$ cat config.mk
export PLATFORM = sky130hd
export DESIGN_NAME = vpwrx_err_handler
export DESIGN_NICKNAME = d
export VERILOG_FILES = /design/src/core/vpwrx_pkg.sv /design/src/core/vpwrx_err_handler.sv /design/src/core/vpwrx_rx_filter.sv
export SDC_FILE = /design/constraint.sdc
export NUM_CORES = 1
export LEC_CHECK = 0
export BUFFER_PORTS_ARGS = -buffer_cell sky130_fd_sc_hd__clkbuf_2
export CAP_MARGIN = 20
export CORE_MARGIN = 2
export CORE_UTILIZATION = 37
export DETAILED_ROUTE_END_ITERATION = 10
export GPL_ROUTABILITY_DRIVEN = 0
export GPL_TIMING_DRIVEN = 0
export SLEW_MARGIN = 20
export SYNTH_ARGS = -nofsm -noshare
export SYNTH_HDL_FRONTEND = slang
export SYNTH_SLANG_ARGS = --single-unit
$ cat constraint.sdc
create_clock -name ref_clk -period 6.3 [get_ports ref_clk]
set_input_delay 0.63 -clock ref_clk [delete_from_list [all_inputs] [get_ports ref_clk]]
set_output_delay 0.63 -clock ref_clk [all_outputs]
set_load 0.1 [all_outputs]
$ cat src/core/vpwrx_pkg.sv
// Purpose: shared constants and types of the VPW receive filter and error handler
// Assumes: 125 MHz ref_clk, link interface clock derived by an enable divider
// Notes: symbol windows are in microseconds and converted to link ticks here
package vpwrx_pkg;
	localparam int REF_PERIOD_NS = 8;
	// Link interface clock period, plain default
	localparam int LINK_PERIOD_NS = 1000;
	localparam int LINK_DIV = LINK_PERIOD_NS / REF_PERIOD_NS;
	localparam int FILT_CNT_W = 4;
	localparam int WID_W = 9;

	// Least times round up to whole link ticks
	function automatic logic [WID_W-1:0] vpwrx_tk(input int us);
		vpwrx_tk = WID_W'((us * 1000 + LINK_PERIOD_NS - 1) / LINK_PERIOD_NS);
	endfunction

	localparam int SHORT_MIN_US = 34;
	localparam int LONG_MIN_US = 96;
	localparam int SOF_MIN_US = 163;
	localparam int EOD_MIN_US = 163;
	localparam int BREAK_MIN_US = 239;
	localparam int IDLE_MIN_US = 300;
	localparam int GND_FAULT_US = 20;
	localparam logic [WID_W-1:0] T_SHORT_MIN = vpwrx_tk(SHORT_MIN_US);
	localparam logic [WID_W-1:0] T_LONG_MIN = vpwrx_tk(LONG_MIN_US);
	localparam logic [WID_W-1:0] T_SOF_MIN = vpwrx_tk(SOF_MIN_US);
	localparam logic [WID_W-1:0] T_EOD_MIN = vpwrx_tk(EOD_MIN_US);
	localparam logic [WID_W-1:0] T_BREAK_MIN = vpwrx_tk(BREAK_MIN_US);
	localparam logic [WID_W-1:0] T_IDLE_MIN = vpwrx_tk(IDLE_MIN_US);
	localparam logic [WID_W-1:0] T_GND_FAULT = vpwrx_tk(GND_FAULT_US);
	// Own drive is cut before it could ever reach break length
	localparam logic [WID_W-1:0] T_DRIVE_MAX = vpwrx_tk(BREAK_MIN_US) - 9'h002;

	localparam logic [7:0] CRC_POLY = 8'h1D;
	localparam logic [7:0] CRC_PRESET = 8'hFF;
	localparam logic [7:0] CRC_RESIDUE = 8'hC4;
	localparam logic [3:0] BITS_PER_BYTE = 4'h8;

	// Bus state vector codes, larger code has priority
	localparam logic [7:0] BSV_NONE = 8'h00;
	localparam logic [7:0] BSV_RX_DATA = 8'h04;
	localparam logic [7:0] BSV_LOST_ARB = 8'h14;
	localparam logic [7:0] BSV_CRC_ERR = 8'h18;
	localparam logic [7:0] BSV_INVALID = 8'h1C;

	typedef enum logic [1:0] {
		ST_WAIT_IDLE,
		ST_WAIT_SOF,
		ST_DATA
	} vpwrx_state_type;

	typedef enum logic [2:0] {
		SYM_NOISE,
		SYM_SHORT,
		SYM_LONG,
		SYM_SOF,
		SYM_OVER
	} vpwrx_sym_type;
endpackage

$ cat src/core/vpwrx_err_handler.sv
// Purpose: VPW receive filter, symbol decoder, CRC check and bus error handling
// Assumes: bus active is a high level on raw_receive_input; transmitter is outside
// Notes: transmit pin is gated here so faults stop the drive at once
// Operation
// (RULE_01) Flag CRC error when residue not C4
// (RULE_02) CRC error raises interrupt, waits for SOF
// (RULE_03) Invalid symbol in frame sets invalid flag
// (RULE_04) Invalid symbol while sending means lost arbitration
// (RULE_05) EOD off byte boundary is framing error
// (RULE_06) Bus stuck active blocks transmission start
// (RULE_07) Ground short aborts frame until new command
// (RULE_08) Ground short reported as invalid symbol code
// (RULE_09) Fault gone means normal operation, no reset
// (RULE_10) Break raises interrupt; status read clears it
// (RULE_11) After break wait idle, then SOF
// (RULE_12) Never drive a break onto the bus
// (RULE_13) Noise while sending stops drive, raises interrupt
// (RULE_14) Active bus after own EOD is error
// (RULE_15) Sample raw input on link rising edge
// (RULE_16) Count on following falling edge, up/down
// (RULE_17) Count 15 sets output, saturates there
// (RULE_18) Count 0 clears output, saturates there
// (RULE_19) Output holds until opposite end point
// (RULE_20) Clean edge appears after 15-16 periods
// (RULE_21) Mid-length noise decoded as invalid symbol
// (RULE_22) CRC x8+x4+x3+x2+1, preset ones, includes CRC
// (RULE_23) Transmit error stops drive, recorded in status; the drive length cut stops drive but sets no status code
// (RULE_24) Four-bit saturating counter, end-point latch
`timescale 1ns/1ns
module vpwrx_err_handler
	import vpwrx_pkg::*;
#(
	parameter int DIV = LINK_DIV
) (
	input wire logic ref_clk,
	input wire logic rst_n,
	input wire logic raw_receive_input,
	input wire logic tx_start,
	input wire logic tx_busy,
	input wire logic tx_drive,
	input wire logic tx_eod_sent,
	input wire logic bsv_read,
	output logic tx_pin,
	output logic tx_grant,
	output logic tx_abort,
	output logic lost_arb,
	output logic filt_rx,
	output logic [7:0] rx_byte,
	output logic rx_byte_valid,
	output logic [7:0] bus_state_vector_reg,
	output logic crc_err_irq,
	output logic sym_err_irq
);
	localparam int DIV_W = $clog2(DIV);
	localparam logic [DIV_W-1:0] DIV_LAST = DIV_W'(DIV - 1);
	localparam logic [DIV_W-1:0] DIV_HALF = DIV_W'(DIV / 2);
	localparam logic [WID_W-1:0] WID_ONE = WID_W'(1);
	localparam logic [WID_W-1:0] WID_MAX = {WID_W{1'b1}};

	generate
		if (DIV < 4) begin : g_chk
			$error("link divider too small for two clock phases");
		end
	endgenerate

	logic raw_s1_q;
	logic raw_s2_q;
	logic [DIV_W-1:0] div_q;
	logic sample_en;
	logic update_en;
	logic filt_prev_q;
	logic [WID_W-1:0] wid_q;
	vpwrx_state_type st_q;
	logic [7:0] crc_q;
	logic [7:0] shift_q;
	logic [3:0] bitcnt_q;
	logic tx_halt_q;
	logic eod_watch_q;
	logic [WID_W-1:0] drv_cnt_q;
	logic [WID_W-1:0] gnd_cnt_q;

	// Width class of a finished level period
	function automatic vpwrx_sym_type classify(input logic [WID_W-1:0] w);
		if (w < T_SHORT_MIN) begin
			classify = SYM_NOISE;
		end else if (w < T_LONG_MIN) begin
			classify = SYM_SHORT;
		end else if (w < T_SOF_MIN) begin
			classify = SYM_LONG;
		end else if (w < T_BREAK_MIN) begin
			classify = SYM_SOF;
		end else begin
			classify = SYM_OVER;
		end
	endfunction

	// One-cycle strobe as the running width reaches a threshold
	function automatic logic reach(input logic [WID_W-1:0] w, input logic [WID_W-1:0] t,
		input logic tick, input logic edge_now);
		reach = tick && !edge_now && (w == t - WID_ONE);
	endfunction

	function automatic logic [7:0] crc_step(input logic [7:0] c, input logic b);
		crc_step = {c[6:0], 1'b0} ^ ((c[7] ^ b) ? CRC_POLY : 8'h00);
	endfunction

	////////////////////////////////////////////////////////////////////////
	// Pin synchroniser and link clock phases

	always_ff @(posedge ref_clk) begin
		if (!rst_n) begin
			raw_s1_q <= 1'b0;
			raw_s2_q <= 1'b0;
		end else begin
			raw_s1_q <= raw_receive_input;
			raw_s2_q <= raw_s1_q;
		end
	end

	always_ff @(posedge ref_clk) begin
		if (!rst_n) begin
			div_q <= '0;
		end else if (div_q == DIV_LAST) begin
			div_q <= '0;
		end else begin
			div_q <= div_q + DIV_W'(1);
		end
	end

	assign sample_en = (div_q == '0);
	assign update_en = (div_q == DIV_HALF);

	// Sixteen-state filter gives the 15 to 16 period lag
	vpwrx_rx_filter #(
		.CNT_W(FILT_CNT_W)
	) u_filter (
		.ref_clk(ref_clk),
		.rst_n(rst_n),
		.sample_en(sample_en),
		.update_en(update_en),
		.rx_level(raw_s2_q),
		.filt_out(filt_rx)
	); // RULE_20

	////////////////////////////////////////////////////////////////////////
	// Level width measurement

	logic fedge;
	vpwrx_sym_type cls;
	logic bit_val;

	assign fedge = (filt_rx != filt_prev_q);
	assign cls = classify(wid_q);
	// Active short is 1, passive short is 0
	assign bit_val = (cls == SYM_SHORT) ~^ filt_prev_q;

	always_ff @(posedge ref_clk) begin
		if (!rst_n) begin
			filt_prev_q <= 1'b0;
			wid_q <= '0;
		end else begin
			filt_prev_q <= filt_rx;
			if (fedge) begin
				wid_q <= '0;
			end else if (update_en && wid_q != WID_MAX) begin
				wid_q <= wid_q + WID_ONE;
			end
		end
	end

	////////////////////////////////////////////////////////////////////////
	// Symbol events

	logic ev_break;
	logic ev_bit;
	logic ev_eod;
	logic ev_frame_err;
	logic ev_crc_bad;
	logic ev_noise;
	logic ev_sym_err;
	logic ev_eod_clash;
	logic ev_gnd;
	logic ev_overdrive;
	logic in_data;

	assign in_data = (st_q == ST_DATA);
	assign ev_break = filt_rx && reach(wid_q, T_BREAK_MIN, update_en, fedge);
	assign ev_eod = in_data && !filt_rx && reach(wid_q, T_EOD_MIN, update_en, fedge);
	assign ev_frame_err = ev_eod && (bitcnt_q != '0); // RULE_05
	assign ev_crc_bad = ev_eod && (bitcnt_q == '0) && (crc_q != CRC_RESIDUE); // RULE_01
	// Edges shorter than a legal symbol count as noise bits
	assign ev_noise = in_data && fedge && (cls == SYM_NOISE); // RULE_21
	assign ev_sym_err = in_data && fedge && (cls == SYM_SOF || cls == SYM_OVER); // RULE_03
	assign ev_bit = in_data && fedge && (cls == SYM_SHORT || cls == SYM_LONG);
	assign ev_eod_clash = eod_watch_q && fedge && filt_rx; // RULE_14
	assign ev_gnd = tx_pin && !filt_rx && update_en && (gnd_cnt_q == T_GND_FAULT - WID_ONE);
	assign ev_overdrive = tx_pin && update_en && (drv_cnt_q == T_DRIVE_MAX - WID_ONE);

	////////////////////////////////////////////////////////////////////////
	// Receive state machine

	always_ff @(posedge ref_clk) begin
		if (!rst_n) begin
			st_q <= ST_WAIT_IDLE;
		end else if (ev_break) begin
			st_q <= ST_WAIT_IDLE; // RULE_11
		end else begin
			case (st_q)
				ST_WAIT_IDLE: begin
					if (!filt_rx && reach(wid_q, T_IDLE_MIN, update_en, fedge)) begin
						st_q <= ST_WAIT_SOF; // RULE_11
					end
				end
				ST_WAIT_SOF: begin
					if (fedge && !filt_rx && cls == SYM_SOF) begin
						st_q <= ST_DATA;
					end
				end
				ST_DATA: begin
					if (ev_eod || ev_noise || ev_sym_err || ev_eod_clash) begin
						st_q <= ST_WAIT_SOF; // RULE_02
					end
				end
				default: begin
					st_q <= ST_WAIT_IDLE;
				end
			endcase
		end
	end

	// Serial CRC over every bit after SOF, the CRC byte included
	always_ff @(posedge ref_clk) begin
		if (!rst_n) begin
			crc_q <= CRC_PRESET;
			shift_q <= '0;
			bitcnt_q <= '0;
		end else if (st_q != ST_DATA) begin
			crc_q <= CRC_PRESET; // RULE_22
			bitcnt_q <= '0;
		end else if (ev_bit) begin
			crc_q <= crc_step(crc_q, bit_val); // RULE_22
			shift_q <= {shift_q[6:0], bit_val};
			bitcnt_q <= (bitcnt_q == BITS_PER_BYTE - 4'h1) ? 4'h0 : bitcnt_q + 4'h1;
		end
	end

	always_ff @(posedge ref_clk) begin
		if (!rst_n) begin
			rx_byte <= '0;
			rx_byte_valid <= 1'b0;
		end else begin
			rx_byte_valid <= ev_bit && (bitcnt_q == BITS_PER_BYTE - 4'h1);
			if (ev_bit && bitcnt_q == BITS_PER_BYTE - 4'h1) begin
				rx_byte <= {shift_q[6:0], bit_val};
			end
		end
	end

	////////////////////////////////////////////////////////////////////////
	// Transmit supervision

	logic abort_now;
	logic inv_set;
	logic arb_set;

	// Noise or a break while sending stops the drive; a bad symbol is lost arbitration
	assign arb_set = ev_sym_err && tx_busy; // RULE_04
	assign abort_now = ev_gnd || ev_overdrive || ev_eod_clash
		|| (tx_busy && (ev_noise || ev_break || ev_frame_err)); // RULE_13
	assign inv_set = ev_noise || ev_frame_err || ev_break || ev_eod_clash || ev_gnd
		|| (ev_sym_err && !tx_busy);

	always_ff @(posedge ref_clk) begin
		if (!rst_n) begin
			tx_halt_q <= 1'b0;
		end else if (abort_now) begin
			tx_halt_q <= 1'b1; // RULE_07
		end else if (tx_start) begin
			tx_halt_q <= 1'b0; // RULE_09
		end
	end

	always_ff @(posedge ref_clk) begin
		if (!rst_n) begin
			tx_pin <= 1'b0;
			tx_abort <= 1'b0;
			lost_arb <= 1'b0;
		end else begin
			tx_pin <= tx_drive && !tx_halt_q && !abort_now && !arb_set; // RULE_23
			tx_abort <= abort_now;
			lost_arb <= arb_set;
		end
	end

	// Drive length limit and ground short watch, in link ticks
	always_ff @(posedge ref_clk) begin
		if (!rst_n) begin
			drv_cnt_q <= '0;
			gnd_cnt_q <= '0;
		end else begin
			if (!tx_pin) begin
				drv_cnt_q <= '0;
			end else if (update_en && drv_cnt_q != WID_MAX) begin
				drv_cnt_q <= drv_cnt_q + WID_ONE; // RULE_12
			end
			if (!tx_pin || filt_rx) begin
				gnd_cnt_q <= '0;
			end else if (update_en && gnd_cnt_q != WID_MAX) begin
				gnd_cnt_q <= gnd_cnt_q + WID_ONE;
			end
		end
	end

	// Only a passive bus past the idle time lets a frame begin
	always_ff @(posedge ref_clk) begin
		if (!rst_n) begin
			tx_grant <= 1'b0;
		end else begin
			tx_grant <= !filt_rx && (wid_q >= T_IDLE_MIN) && !tx_halt_q; // RULE_06
		end
	end

	always_ff @(posedge ref_clk) begin
		if (!rst_n) begin
			eod_watch_q <= 1'b0;
		end else if (tx_eod_sent) begin
			eod_watch_q <= 1'b1;
		end else if (ev_eod_clash || reach(wid_q, T_EOD_MIN, update_en, fedge)) begin
			eod_watch_q <= 1'b0;
		end
	end

	////////////////////////////////////////////////////////////////////////
	// Bus state vector and interrupt conditions

	logic [7:0] code_new;

	always_comb begin
		code_new = BSV_NONE;
		if (inv_set) begin
			code_new = BSV_INVALID; // RULE_08
		end else if (ev_crc_bad) begin
			code_new = BSV_CRC_ERR;
		end else if (arb_set) begin
			code_new = BSV_LOST_ARB;
		end else if (ev_bit && bitcnt_q == BITS_PER_BYTE - 4'h1) begin
			code_new = BSV_RX_DATA;
		end
	end

	// A fresh event in the read cycle survives the clear
	always_ff @(posedge ref_clk) begin
		if (!rst_n) begin
			bus_state_vector_reg <= BSV_NONE;
		end else if (bsv_read) begin
			bus_state_vector_reg <= code_new; // RULE_10
		end else if (code_new > bus_state_vector_reg) begin
			bus_state_vector_reg <= code_new; // RULE_23
		end
	end

	always_ff @(posedge ref_clk) begin
		if (!rst_n) begin
			crc_err_irq <= 1'b0;
			sym_err_irq <= 1'b0;
		end else begin
			crc_err_irq <= ev_crc_bad || (crc_err_irq && !bsv_read); // RULE_02
			sym_err_irq <= inv_set || (sym_err_irq && !bsv_read); // RULE_10
		end
	end

	////////////////////////////////////////////////////////////////////////
	// Checks

	crc_flag_a: assert property (@(posedge ref_clk) disable iff (!rst_n) // RULE_01
		ev_eod && bitcnt_q == '0 && crc_q != CRC_RESIDUE |=>
		crc_err_irq && st_q == ST_WAIT_SOF && bus_state_vector_reg >= BSV_CRC_ERR)
		else $error("bad residue not flagged");
	frame_err_a: assert property (@(posedge ref_clk) disable iff (!rst_n) // RULE_05
		ev_eod && bitcnt_q != '0 |=> sym_err_irq && st_q == ST_WAIT_SOF && !$rose(crc_err_irq))
		else $error("framing error not flagged");
	lost_arb_a: assert property (@(posedge ref_clk) disable iff (!rst_n) // RULE_04
		ev_sym_err && tx_busy && !inv_set |=> lost_arb && !tx_pin && !$rose(sym_err_irq))
		else $error("symbol error while sending not lost arbitration");
	break_wait_a: assert property (@(posedge ref_clk) disable iff (!rst_n) // RULE_11
		ev_break |=> st_q == ST_WAIT_IDLE && sym_err_irq
		&& bus_state_vector_reg == BSV_INVALID)
		else $error("break not handled");
	no_break_a: assert property (@(posedge ref_clk) disable iff (!rst_n) // RULE_12
		drv_cnt_q == T_DRIVE_MAX |-> ##[1:2] !tx_pin)
		else $error("drive held toward break length");
	gnd_abort_a: assert property (@(posedge ref_clk) disable iff (!rst_n) // RULE_07
		ev_gnd |=> tx_abort && tx_halt_q && !tx_pin ##1 (tx_halt_q || $past(tx_start)))
		else $error("ground short not aborted");
	busy_bus_a: assert property (@(posedge ref_clk) disable iff (!rst_n) // RULE_06
		tx_grant |-> $past(!filt_rx) && (!tx_halt_q || tx_abort))
		else $error("grant with bus active");
	read_clear_a: assert property (@(posedge ref_clk) disable iff (!rst_n) // RULE_10
		bsv_read && !inv_set |=> !sym_err_irq)
		else $error("status read did not clear invalid symbol");
	noise_tx_a: assert property (@(posedge ref_clk) disable iff (!rst_n) // RULE_13
		ev_noise && tx_busy |=> tx_abort && !tx_pin && sym_err_irq)
		else $error("noise while sending not handled");

	good_frame_c: cover property (@(posedge ref_clk) disable iff (!rst_n)
		ev_eod && bitcnt_q == '0 && crc_q == CRC_RESIDUE);
	crc_bad_c: cover property (@(posedge ref_clk) disable iff (!rst_n) ev_crc_bad);
	break_c: cover property (@(posedge ref_clk) disable iff (!rst_n) ev_break);
	gnd_c: cover property (@(posedge ref_clk) disable iff (!rst_n) ev_gnd);
endmodule

$ cat src/core/vpwrx_rx_filter.sv
// Purpose: saturating up/down noise filter on the synchronised receive level
// Assumes: sample_en and update_en are one-cycle enables half a link period apart
// Notes: output only moves at the counter end points
`timescale 1ns/1ns
module vpwrx_rx_filter
	import vpwrx_pkg::*;
#(
	parameter int CNT_W = FILT_CNT_W
) (
	input wire logic ref_clk,
	input wire logic rst_n,
	input wire logic sample_en,
	input wire logic update_en,
	input wire logic rx_level,
	output logic filt_out
);
	localparam logic [CNT_W-1:0] CNT_MAX = {CNT_W{1'b1}};
	localparam logic [CNT_W-1:0] CNT_MIN = '0;
	localparam logic [CNT_W-1:0] CNT_ONE = CNT_W'(1);

	logic sample_q;
	logic [CNT_W-1:0] cnt_q;
	logic [CNT_W-1:0] cnt_d;

	generate
		if (CNT_W < 2) begin : g_chk
			$error("filter counter too narrow");
		end
	endgenerate

	// Rising-edge phase of the link clock
	always_ff @(posedge ref_clk) begin
		if (!rst_n) begin
			sample_q <= 1'b0;
		end else if (sample_en) begin
			sample_q <= rx_level; // RULE_15
		end
	end

	always_comb begin
		cnt_d = cnt_q;
		if (sample_q && cnt_q != CNT_MAX) begin
			cnt_d = cnt_q + CNT_ONE; // RULE_16
		end else if (!sample_q && cnt_q != CNT_MIN) begin
			cnt_d = cnt_q - CNT_ONE; // RULE_16
		end
	end

	// Falling-edge phase of the link clock
	always_ff @(posedge ref_clk) begin
		if (!rst_n) begin
			cnt_q <= CNT_MIN;
		end else if (update_en) begin
			cnt_q <= cnt_d; // RULE_24
		end
	end

	always_ff @(posedge ref_clk) begin
		if (!rst_n) begin
			filt_out <= 1'b0;
		end else if (update_en) begin
			if (cnt_d == CNT_MAX) begin
				filt_out <= 1'b1; // RULE_17
			end else if (cnt_d == CNT_MIN) begin
				filt_out <= 1'b0; // RULE_18
			end
		end
	end

	sat_high_a: assert property (@(posedge ref_clk) disable iff (!rst_n) // RULE_17
		cnt_q == CNT_MAX |-> filt_out)
		else $error("counter at top but output low");
	sat_low_a: assert property (@(posedge ref_clk) disable iff (!rst_n) // RULE_18
		cnt_q == CNT_MIN |-> !filt_out)
		else $error("counter at bottom but output high");
	latch_hold_a: assert property (@(posedge ref_clk) disable iff (!rst_n) // RULE_19
		$changed(filt_out) |-> (cnt_q == CNT_MAX || cnt_q == CNT_MIN))
		else $error("output moved at an intermediate count");
endmodule

==> out/results.md <==
## STA
• 58.3% — headroom to the max-slew limit
• 0 — number of max-slew violations in the final report
• no — RSZ-0062 raised after global routing
• 0 — setup-violating endpoint count in the final report
• 0 — number of endpoints with negative hold slack in the final report
• 3710 ps — final critical path time including I/O delays and setup
• 58.9% — share of the clock period used by the worst path
• 624 ps — worst slew pin tran
• 2590 ps — fin worst setup slack
• 0 ps — summed negative setup slack over all endpoints
• 4.24 ps — skew final
• 436 ps — hold slack final
• 269 MHz — Fmax achieved

## Pwr
• 1.14 mW — total power
• 192 µV — maximum ir drop on the vdd rail
• 235 nW/µm² — Pwr Density
• 1.82 nW — leakage dissipation

## CTS
• 340 ps — Skew-Pair Late Insertion Delay
• built — TritonCTS clock tree
• 84 — number of clock sinks
• 3 — count of H-tree levels built during CTS
• 60 ps — clock transition at the registers of the reported paths
• 0 — post-cts repair resize count
• 9 — number of buffers created by CTS
• clkbuf_16 — Clock Root Buffer
• 0 — Hold-fix buffers, CTS
• 2 — CTS Buffer Depth
• 0 — number of setup buffers added after CTS

## Place
• 2670 ps — pre-CTS WS
• 6.92 mm — HPWL after DPL
• 4550 µm² — placed cell areas
• 26 — count of port buffers added during placement

## Worst hold path
• 1 — number of cells on the worst hold path
• raw_s1_q — HP Start
• raw_s2_q — Worst Hold Path EP
• reg2reg — type of the most critical hold path

## Floorplanning
• 11,300 µm² — Core Footprint
• 111 µm — die extent in y
• 111 µm — Die Width
• 32 — number of top-level pins
• 37.5% — starting density of the core
• 12,300 µm² — die outline area
• 39 — placement row count

## Routing
• 134 — DRC violation total after the first TritonRoute iteration
• 4 — length of the first detailed-routing pass in iterations
• 5.17 — post-detailed-route via-to-cell ratio
• 13.6 µm — Wirelength per Cell
• 0 — count of unresolved DRC violations after routing
• 9.35 mm — total wirelength of the detailed-routed design
• 0 — post-route antenna net violation count
• 3,544 — via count

## Logic synthesis
• dfxtp_1 (40%), nand2_1 (5.9%), ha_1 (5.6%), nor2_1 (4.5%), xor2_1 (3.5%) — largest cells by area after synthesis
• 84 — flip-flop and latch count after synthesis
• dfxtp_1 — cell taking the most area after synthesis
• 496 — cell count after synthesis
• 39.8% — post-synthesis sequential area ratio
• 4230 µm² — mapped cell area
• 0% — async set or reset register ratio after synthesis
• 39.8% — area share of the largest cell type after synthesis
• 0 — count of flip-flops with a built-in enable after synthesis
• 66 — Netlist cell types
• 8.53 µm² — syn avg cell area
• dfxtp_1 — top flip-flop cell by instance count after synthesis
• 0 — count of yosys warnings during synthesis

## GRT
• 0 — initial antenna violation count
• 3,473 — vias in the first global route
• 16.1% — GRT Total Usage
• 0 — overflow left after global routing
• 16.3 mm — wire length of the first global-routing pass
• 14 — largest net degree at the start of global routing

## Critical path
• u_filter.filt_out — startpoint of the worst register-to-register path
• 460 ps — CP max stage delay
• ha_1 — most numerous cell on the critical path
• 3950 ps — crit path DAT
• 6540 ps — data required time at the worst endpoint
• inv_1, ha_1, buf_2, and4b_1, nand3_1, or4_4, o21a_1, nand2_1, ha_1, nor2b_1, o21ai_0, a32oi_1, or2_2, a311oi_1 — CP cell instances
• bus_state_vector_reg[3] — RR Endpoint
• 2590 ps — setup slack on the worst flop-to-flop path
• register — kind of launch point of the worst setup path
• 9 — Critical Path Fanout Max
• reg2reg — startpoint-to-endpoint class of the critical path
• register — Setup crit end kind
• or4_4 — Max stage delay cell, worst path
• 14 — cells on worst reg2reg path

## Cells and area
• 4860 µm² — Final Cell Area
• 1,126 — Fillers
• 13.3% — ratio of cells with drive above 1 in the final layout
• drv_cnt_q x9, gnd_cnt_q x9, wid_q x9 — Top Registers
• 564 — final-stage net count
• 0 — total inserted antenna cells
• 14.8% — Syn-to-layout area delta

## Job
• 0 — count of max-cap constraint violations

## Status
• finished clean — outcome

==> routing by layer <==
layer  up-vias  share of wire (%)  GRT usage, %
li1       1814                  -             -
met1      1673                 46          19.5
met2        44                 49          27.8
met3        13                3.7          4.81
met4         0                1.6          4.42
met5         -                  0             0
==> worst max-delay path, delay by kind of cell (launching register included) <==
kind	cells	cell delay, ps
AO/OA/AOI/OAI	4	800
adder cells (fa/ha/maj)	2	550
buffers and inverters	2	380
flip-flops	1	450
AND/OR/NAND/NOR	6	1430
==> metrics by stage <==
stage	std cells	utilization [%]
6_report	685	43.1
5_1_grt	685	43.1
4_1_cts	685	43.1
3_5_place_dp	669	40.4
3_3_place_gp	669	40.4
2_1_floorplan	500	-
==> cell usage in the layout, fill, tap and decap left out, drive strengths merged, types with 4 or more instances in the layout <==
cell | Yosys | final
o21ai | 13 | 13
conb | 1 | 5
ha | 19 | 19
nor4 | 6 | 6
nor2 | 52 | 52
nand4 | 18 | 18
nand2 | 68 | 68
a21oi | 26 | 26
clkbuf | 11 | 49
nor3b | 4 | 4
xnor2 | 15 | 15
xor2 | 17 | 17
nand2b | 7 | 7
nor3 | 13 | 13
a311oi | 4 | 4
and2 | 5 | 5
inv | 18 | 18
buf | 14 | 14
nand3 | 25 | 25
dfxtp | 84 | 84
nor2b | 5 | 5
nand3b | 4 | 4
and3 | 9 | 9
mux2i | 7 | 7
==> cells by family (layout without fill, tap and decap cells) <==
kind of cell	Yosys count	count (layout)	synth area share, %
multiplexers	8	8	2.19
buffers and inverters	43	85	4.73
adder cells (fa/ha/maj)	19	19	5.62
other	1	5	0.0886
AND/OR/NAND/NOR	238	238	29.5
flip-flops	84	84	39.8
XOR/XNOR	33	33	7.19
AO/OA/AOI/OAI	70	70	10.9
==> Yosys cell counts (all sizes together) (3+ instances only) <==
cell and instances:
inv 18, and3 9, nor2 52, a21oi 26, nand3b 4, ha 19, xnor2 15, dfxtp 84
and2b 3, nor2b 5, nand4 18, nand2b 7, nor3 13, clkbuf 11, or3 3, nor3b 4
mux2i 7, o211ai 3, nor4b 3, a41oi 3, and2 5, or4 3, buf 14, nor4 6
nand2 68, a311oi 4, nand3 25, o21ai 13, xor2 17
==> where the power goes <==
part / internal [mW] / switching [mW] / leakage, nW
Sequential: 0.536 / 0.00414 / 0.679
Clock: 0.327 / 0.202 / 0.149
Combinational: 0.0177 / 0.0527 / 0.997
Total: 0.881 / 0.259 / 1.82
==> worst max path at each step <==
stage | startpoint | to
3_3_place_gp | u_filter.filt_out | bus_state_vector_reg[3]
3_5_place_dp | u_filter.filt_out | bus_state_vector_reg[3]
4_1_cts | u_filter.filt_out | bus_state_vector_reg[3]
5_1_grt | u_filter.filt_out | bus_state_vector_reg[3]
2_1_floorplan | u_filter.filt_out | bus_state_vector_reg[3]
6_report | u_filter.filt_out | bus_state_vector_reg[3]
==> final cells by class <==
cell class | count | area [µm²] | share of cell area, %
multi-input combinational | 373 | 2360 | 48.6
sequential | 84 | 1680 | 34.6
buffer | 25 | 133 | 2.73
clock inverter | 4 | 47.5 | 0.979
tap | 143 | 179 | 3.68
inverter | 18 | 67.6 | 1.39
timing repair buffer | 26 | 130 | 2.68
clock buffer | 12 | 256 | 5.28
Power figures use the tool's default switching activity.
